$ cat config.mk
export PLATFORM = sky130hd
export DESIGN_NAME = ewac_core
export DESIGN_NICKNAME = d
export VERILOG_FILES = /design/src/verilog/ewac_pkg.sv /design/src/verilog/ewac_core.sv /design/src/verilog/ewac_sync.sv
export SDC_FILE = /design/constraint.sdc
export NUM_CORES = 1
export LEC_CHECK = 0
export ABC_AREA = 1
export CAP_MARGIN = 30
export CORE_MARGIN = 4
export CORE_UTILIZATION = 64
export CTS_CLUSTER_DIAMETER = 50
export DETAILED_ROUTE_END_ITERATION = 12
export DONT_BUFFER_PORTS = 1
export GPL_ROUTABILITY_DRIVEN = 0
export PLACE_DENSITY = 0.9
export SLEW_MARGIN = 20
export SYNTH_ARGS = -nofsm -noshare
export SYNTH_HDL_FRONTEND = slang
export SYNTH_HIERARCHICAL = 1
export SYNTH_SLANG_ARGS = --single-unit
$ cat constraint.sdc
create_clock -name mclk -period 2.52 [get_ports mclk]
set_clock_uncertainty 0.15 [all_clocks]
set_input_delay 0.126 -clock mclk [delete_from_list [all_inputs] [get_ports mclk]]
set_output_delay 0.126 -clock mclk [all_outputs]
set_load 0.02 [all_outputs]
$ cat src/verilog/ewac_pkg.sv
`default_nettype none
package ewac_pkg;
  // =====================================================
  // geometry
  localparam int unsigned EWAC_ADDR_W = 5;
  localparam int unsigned EWAC_DATA_W = 16;
  localparam int unsigned EWAC_WORDS  = 32;
  // =====================================================
  // timing: clock 40 MHz; erase/write minimum hold
  localparam int unsigned EWAC_CLK_HZ     = 40000000;
  localparam int unsigned EWAC_PROG_STD_MS = 50;
  localparam int unsigned EWAC_PROG_HR_MS  = 100;
  localparam int unsigned EWAC_PROG_STD_CYC = EWAC_PROG_STD_MS * (EWAC_CLK_HZ / 1000);
  // =====================================================
  // mode codes {mode_line_one, mode_line_two}
  localparam logic [1:0] EWAC_MODE_WRITE = 2'h0;
  localparam logic [1:0] EWAC_MODE_ERASE = 2'h1;
  localparam logic [2:0] EWAC_SYNC_RST   = 3'h0;
  localparam logic [15:0] EWAC_DATA_RST  = 16'h0000;

  typedef struct packed {
    logic                   sel;
    logic                   mode_line_one;
    logic                   mode_line_two;
    logic                   strobe;
    logic [EWAC_ADDR_W-1:0] word_address;
  } ewac_ctl_t;

  typedef enum logic [3:0] {
    EWAC_IDLE  = 4'h1,
    EWAC_ERASE = 4'h2,
    EWAC_WRITE = 4'h4,
    EWAC_READ  = 4'h8
  } ewac_state_t;
endpackage : ewac_pkg
`default_nettype wire

$ cat src/verilog/ewac_core.sv
`timescale 1ns/1ps
`default_nettype none
// Summary of operation
// - select low floats outputs, blocks all operations
// - mode 0/1 erases addressed word
// - mode one high reads on strobe pulse
// - read word held until deselect or mode change
// - mode 0/0 writes data without strobe
// - erase and write need no strobe
// - five-bit address selects one of 32 words
// - data pins bidirectional, host drives in write only
module ewac_core #(
  parameter int unsigned PROG_CYC = ewac_pkg::EWAC_PROG_STD_CYC
) (
  input  wire logic                             mclk,
  input  wire logic                             nrst,
  input  wire ewac_pkg::ewac_ctl_t              ctl,
  input  wire logic [ewac_pkg::EWAC_DATA_W-1:0] data_lines_in,
  output var  logic [ewac_pkg::EWAC_DATA_W-1:0] data_lines_out,
  output var  logic [ewac_pkg::EWAC_DATA_W-1:0] data_lines_oe,
  output var  logic                             busy,
  output var  logic                             power_down
);
  import ewac_pkg::*;

  // =====================================================
  // input synchronisers
  localparam int unsigned CW = $bits(ewac_ctl_t);
  ewac_ctl_t              c;
  logic [EWAC_DATA_W-1:0] din;
  logic [CW-1:0]          c_raw;

  ewac_sync #(.W(CW)) u_sync_ctl (
    .mclk (mclk),
    .nrst (nrst),
    .d    (ctl),
    .q    (c_raw)
  );
  ewac_sync #(.W(EWAC_DATA_W)) u_sync_dat (
    .mclk (mclk),
    .nrst (nrst),
    .d    (data_lines_in),
    .q    (din)
  );
  assign c = ewac_ctl_t'(c_raw);

  // =====================================================
  // edge detection; operations are armed by edges, like the dynamic cells
  ewac_ctl_t   prev_reg;
  logic [1:0]  mode;
  logic        strobe_rise;
  logic        ctl_edge;
  assign mode        = {c.mode_line_one, c.mode_line_two};
  assign strobe_rise = c.strobe & ~prev_reg.strobe;
  assign ctl_edge    = (c.sel != prev_reg.sel)
                     | (c.mode_line_one != prev_reg.mode_line_one)
                     | (c.mode_line_two != prev_reg.mode_line_two)
                     | strobe_rise;

  always_ff @(posedge mclk or negedge nrst) begin
    if (!nrst) begin
      prev_reg <= '0;
    end else begin
      prev_reg <= c;
    end
  end

  // =====================================================
  // storage and state
  logic [EWAC_DATA_W-1:0] word_q [EWAC_WORDS];
  ewac_state_t            state_reg;
  logic [31:0]            cnt_reg;
  logic                   armed_reg;
  logic                   done;
  logic                   commit;
  logic                   erase_commit;
  logic                   write_commit;
  logic                   read_fire;
  // the timer parks one past the last cycle, so a long hold commits exactly once
  assign done         = (cnt_reg >= PROG_CYC);
  assign commit       = c.sel && (cnt_reg == PROG_CYC - 1);
  assign erase_commit = commit && (state_reg == EWAC_ERASE);
  assign write_commit = commit && (state_reg == EWAC_WRITE);
  // a strobe pulse reads in idle and again while a read is held
  assign read_fire    = c.sel && c.mode_line_one && strobe_rise
                      && (state_reg == EWAC_IDLE || state_reg == EWAC_READ);

  // =====================================================
  // arming: a new operation needs an edge on a control line
  // without it a held mode would program the same word again and again
  always_ff @(posedge mclk or negedge nrst) begin
    if (!nrst) begin
      armed_reg <= 1'b1;
    end else if (ctl_edge) begin
      armed_reg <= 1'b1;
    end else if (state_reg != EWAC_IDLE) begin
      armed_reg <= 1'b0;
    end
  end

  // =====================================================
  // operation state
  always_ff @(posedge mclk or negedge nrst) begin
    if (!nrst) begin
      state_reg <= EWAC_IDLE;
    end else if (!c.sel) begin
      state_reg <= EWAC_IDLE;
    end else begin
      unique case (state_reg)
        EWAC_IDLE: begin
          if (read_fire) begin
            state_reg <= EWAC_READ;
          end else if (armed_reg && mode == EWAC_MODE_ERASE) begin
            state_reg <= EWAC_ERASE;
          end else if (armed_reg && mode == EWAC_MODE_WRITE) begin
            state_reg <= EWAC_WRITE;
          end
        end
        EWAC_ERASE: begin
          if (mode != EWAC_MODE_ERASE) state_reg <= EWAC_IDLE;
        end
        EWAC_WRITE: begin
          if (mode != EWAC_MODE_WRITE) state_reg <= EWAC_IDLE;
        end
        EWAC_READ: begin
          // held until mode lines switch or deselect
          if (!c.mode_line_one || c.mode_line_two != prev_reg.mode_line_two) begin
            state_reg <= EWAC_IDLE;
          end
        end
      endcase
    end
  end

  // =====================================================
  // programming timer; it restarts whenever the mode is left
  always_ff @(posedge mclk or negedge nrst) begin
    if (!nrst) begin
      cnt_reg <= '0;
    end else if (state_reg == EWAC_ERASE || state_reg == EWAC_WRITE) begin
      if (!done) cnt_reg <= cnt_reg + 32'h1;
    end else begin
      cnt_reg <= '0;
    end
  end

  // =====================================================
  // word storage: one slice per word behind a full address decode
  // cells commit only after the full programming time; a short pulse changes nothing
  for (genvar w = 0; w < EWAC_WORDS; w++) begin : g_word
    logic [EWAC_DATA_W-1:0] word_reg;
    logic                   erased_reg;
    logic                   hit;
    assign hit       = (c.word_address == EWAC_ADDR_W'(w));
    assign word_q[w] = word_reg;

    always_ff @(posedge mclk or negedge nrst) begin
      if (!nrst) begin
        word_reg <= EWAC_DATA_RST;
      end else if (erase_commit && hit) begin
        word_reg <= EWAC_DATA_RST;
      end else if (write_commit && hit && erased_reg) begin
        word_reg <= din;
      end
    end

    // a write only lands on a word that an erase has preconditioned
    always_ff @(posedge mclk or negedge nrst) begin
      if (!nrst) begin
        erased_reg <= 1'b0;
      end else if (erase_commit && hit) begin
        erased_reg <= 1'b1;
      end else if (write_commit && hit) begin
        erased_reg <= 1'b0;
      end
    end
  end

  // =====================================================
  // outputs
  logic [EWAC_DATA_W-1:0] read_word;
  assign read_word = word_q[c.word_address];

  always_ff @(posedge mclk or negedge nrst) begin
    if (!nrst) begin
      data_lines_out <= EWAC_DATA_RST;
    end else if (read_fire) begin
      // erased words read back as zero; undefined to the host
      data_lines_out <= read_word;
    end
  end

  always_ff @(posedge mclk or negedge nrst) begin
    if (!nrst) begin
      data_lines_oe <= '0;
    end else begin
      data_lines_oe <= {EWAC_DATA_W{c.sel && state_reg == EWAC_READ
                        && c.mode_line_one
                        && c.mode_line_two == prev_reg.mode_line_two}};
    end
  end

  always_ff @(posedge mclk or negedge nrst) begin
    if (!nrst) begin
      busy <= 1'b0;
    end else begin
      busy <= (state_reg == EWAC_ERASE) || (state_reg == EWAC_WRITE);
    end
  end

  // deselect floats the word lines and flags the reduced-power state
  always_ff @(posedge mclk or negedge nrst) begin
    if (!nrst) begin
      power_down <= 1'b1;
    end else begin
      power_down <= !c.sel;
    end
  end
endmodule : ewac_core
`default_nettype wire

$ cat src/verilog/ewac_sync.sv
`timescale 1ns/1ps
`default_nettype none
module ewac_sync #(
  parameter int unsigned W = 1
) (
  input  wire logic         mclk,
  input  wire logic         nrst,
  input  wire logic [W-1:0] d,
  output var  logic [W-1:0] q
);
  import ewac_pkg::*;
  logic [W-1:0] s1_reg;
  logic [W-1:0] s2_reg;
  logic [W-1:0] s3_reg;

  // a bit changes only once stages two and three agree
  always_ff @(posedge mclk or negedge nrst) begin
    if (!nrst) begin
      s1_reg <= '0;
      s2_reg <= '0;
      s3_reg <= '0;
      q      <= '0;
    end else begin
      s1_reg <= d;
      s2_reg <= s1_reg;
      s3_reg <= s2_reg;
      for (int i = 0; i < W; i++) begin
        if (s2_reg[i] == s3_reg[i]) begin
          q[i] <= s3_reg[i];
        end
      end
    end
  end
endmodule : ewac_sync
`default_nettype wire

==> results.toml <==
[cells_and_area]
instances_no_fill = 4493
diodes = 0
area_growth_pct = 12.10
fill_cells = 3255
largest_reg_flops = 512
nets = 3798
drive_gt1_share_pct = 9.324

[logic_synthesis]
synthTopCellsByCount = "989 x nand2_1, 701 x dfrtp_1, 559 x nand3_1, 280 x a21oi_1, 270 x o21ai_1"
ys_warn_count = 6
synth_flop_cell = "dfrtp_1"
syn_area_per_cell_um2 = 8.468
synth_cell_type_count = 34
synth_cells = 3788
ys_top_cells_by_area = "dfrtp_1 55%, nand2_1 12%, nand3_1 8.7%"
ys_seq_area_share_pct = 54.93
mappedNetlistArea_um2 = 32080
synth_area_leader_cell = "dfrtp_1"
synth_edf_count = 0
ys_ff_latch = 704
ys_async_sr_fraction_pct = 100.0
synthMostInstantiatedCell = "nand2_1"
synth_nets = 3817
yosysTopAreaCellShare_pct = 54.69

[place]
portBuffers = 0
dp.cells = 4304
hpwl_um = 56240

[sta]
worst_pin_slew_ns = 2.344
hold_viol_final = 702
hold_ws_ns = -0.8726
slew_viol_final = 521
slew_headroom_pct = -56.25
setup_viol = 0
max_freq_mhz = 403.6
post-route-period-util_pct = 98.32
finalCriticalPeriod_ns = 2.478

[global_route]
grt_pass1_wl_um = 154200
grt_max_degree = 705
grt_pass1_vias = 28520
antenna_found_initial = 1
grt.overflow.total = 0
grt_use_total_pct = 36.25

[pwr]
ir_worst_vdd_uv = 684.7
leakage_nw = 16.44
power.density_nw_per_um2 = 695.6

[status]
failed_checks = "negative hold slack, max-slew violations"
outcome = "complete, but fails checks"

[detailed_routing]
routedWlPerCell_um = 22.00
drtIter0Drc = 4802
route.detailed.drc = 0
wirelength_um = 98860
ant_nets = 0
drt_first_pass_iters = 7
vias = 29610
routed_via_density = 6.591

[setup_path]
worst-path-max-fanout = 25
critPathRequiredTime_ns = 2.84
crit_path_end_kind = "flip-flop"
max_stage_delay_ns = 0.59
crit_family = "simple AND/OR/NAND/NOR gates"
critPathKind = "flip-flop to flip-flop"
critPathLaunchType = "flip-flop"
cp_slowest_cell = "nor3_1"
crit_chain = "nand2_1 > nor3_1 > nand4_2 > buf_4 > nand3_1 > o21ai_1"
critPathArrivalTime_ns = 2.80
path_buf_inv = 1

[clock_tree]
cts_buffers = 75
postCtsHoldBufs = 50
clockBufferDepth = 3
clock-root-buffer = "clkbuf_16"
clk-insertion-delay-late_ns = 0.64
cts.sinks = 704
cts_tree = "done"
clkSlewWorstSetupHoldPaths_ns = 0.06
h-tree-depth = 3

[floorplanning]
die_y_um = 231.9
die_w_um = 231.9
start_util_pct = 65.12
core_um2 = 49250
die-area_um2 = 53770
rows = 81
io_pins = 61

[job]
drv_cap = 0

[min_path]
hold_path_class = "input pin to asynchronous set/reset pin"
## routing by layer
layer	wire [um]	share of wire (%)	GRT usage, %
met2	44050	45	55.13
met4	7649	7.7	22.87
met3	13450	14	10.37
met1	33720	34	46.12
met5	0	0	0
## through the flow
step                      util, %  setup slack (ns)  cell area (um2)  TNS, ns  power, W
final                       73.01           0.04243            35960        0   0.02501
after global routing        73.01          -0.06694            35960  -0.4018   0.02557
after CTS                   72.86           0.04695            35890        0   0.02487
after detailed placement    66.77           0.05538            32890        0   0.01370
after global placement      66.77            0.2202            32890        0   0.01366
after floorplan                 -            0.4242            32080        0   0.01292
## worst reg2reg max path: stages (launching register included)
cell     delay, ns
dfrtp_1       0.48
nand2_1       0.45
nor3_1        0.60
nand4_2       0.15
buf_4         0.25
nand3_1       0.16
o21ai_1       0.09
## area by class of cell
| cell class | count | area (um2) | share of cell area (%) |
|---|---|---|---|
| inverters | 167 | 641.9 | 1.785 |
| repair buffers | 192 | 1763 | 4.903 |
| flip-flops and latches | 704 | 17630 | 49.02 |
| well taps | 664 | 830.8 | 2.310 |
| clock inverters | 33 | 375.4 | 1.044 |
| multi-input cells | 2629 | 12590 | 35.02 |
| clock buffers | 104 | 2127 | 5.915 |
## repair_timing
action	CTS	global route
setup buffers	0	1
resized for setup	0	19
hold endpoints to repair	729	704
setup endpoints to repair	0	121
## cells in the final DEF, fill, tap and decap left out, types with 30 or more instances in the layout
cell / instances
a22oi_1: 64
dfrtp_1: 698
o21ai_0: 71
inv_1: 149
clkbuf_16: 77
nor3_1: 44
nand3_1: 559
nand4_1: 118
nand2_1: 986
and2_1: 30
o21ai_1: 270
nor2_4: 32
nor2_1: 118
dlygate4sd3_1: 50
a21oi_1: 280
buf_4: 126
## report_power, final
group	internal, W	leakage (nW)	total [W]	switching (W)
Clock	0.00657	1.23	0.0113	0.00468
Combinational	0.000415	5.62	0.00189	0.00148
Sequential	0.0115	9.58	0.0119	0.000320
Total	0.0185	16.4	0.0250	0.00648
## worst paths after layout
kind                       slack [ns]                endpoint                  start  cells past startpoint
setup / recovery                 0.04  g_word[13].word_reg[5]        u_sync_ctl/q[3]                      6
hold / removal                  -0.87   g_word[5].word_reg[0]                   nrst                      0
setup reg to reg                 0.04  g_word[13].word_reg[5]        u_sync_ctl/q[3]                      6
hold reg to reg                  0.20   u_sync_dat/s2_reg[15]  u_sync_dat/s1_reg[15]                      0
max in group asynchronous        1.01        data_lines_oe[0]                   nrst                      0
min in group mclk                0.20   u_sync_dat/s2_reg[15]  u_sync_dat/s1_reg[15]                      0
## cell families (layout without fill, tap and decap cells)
group	after synthesis	count (layout)	synth area share [%]
flops	704	704	54.93
compound gates	687	687	11.24
xor+xnor	13	13	0.3550
fa+ha+maj	2	2	0.07800
buf+inv	455	496	6.003
simple gates	1927	1927	27.39
No activity file was read; power rests on OpenSTA's default activity.
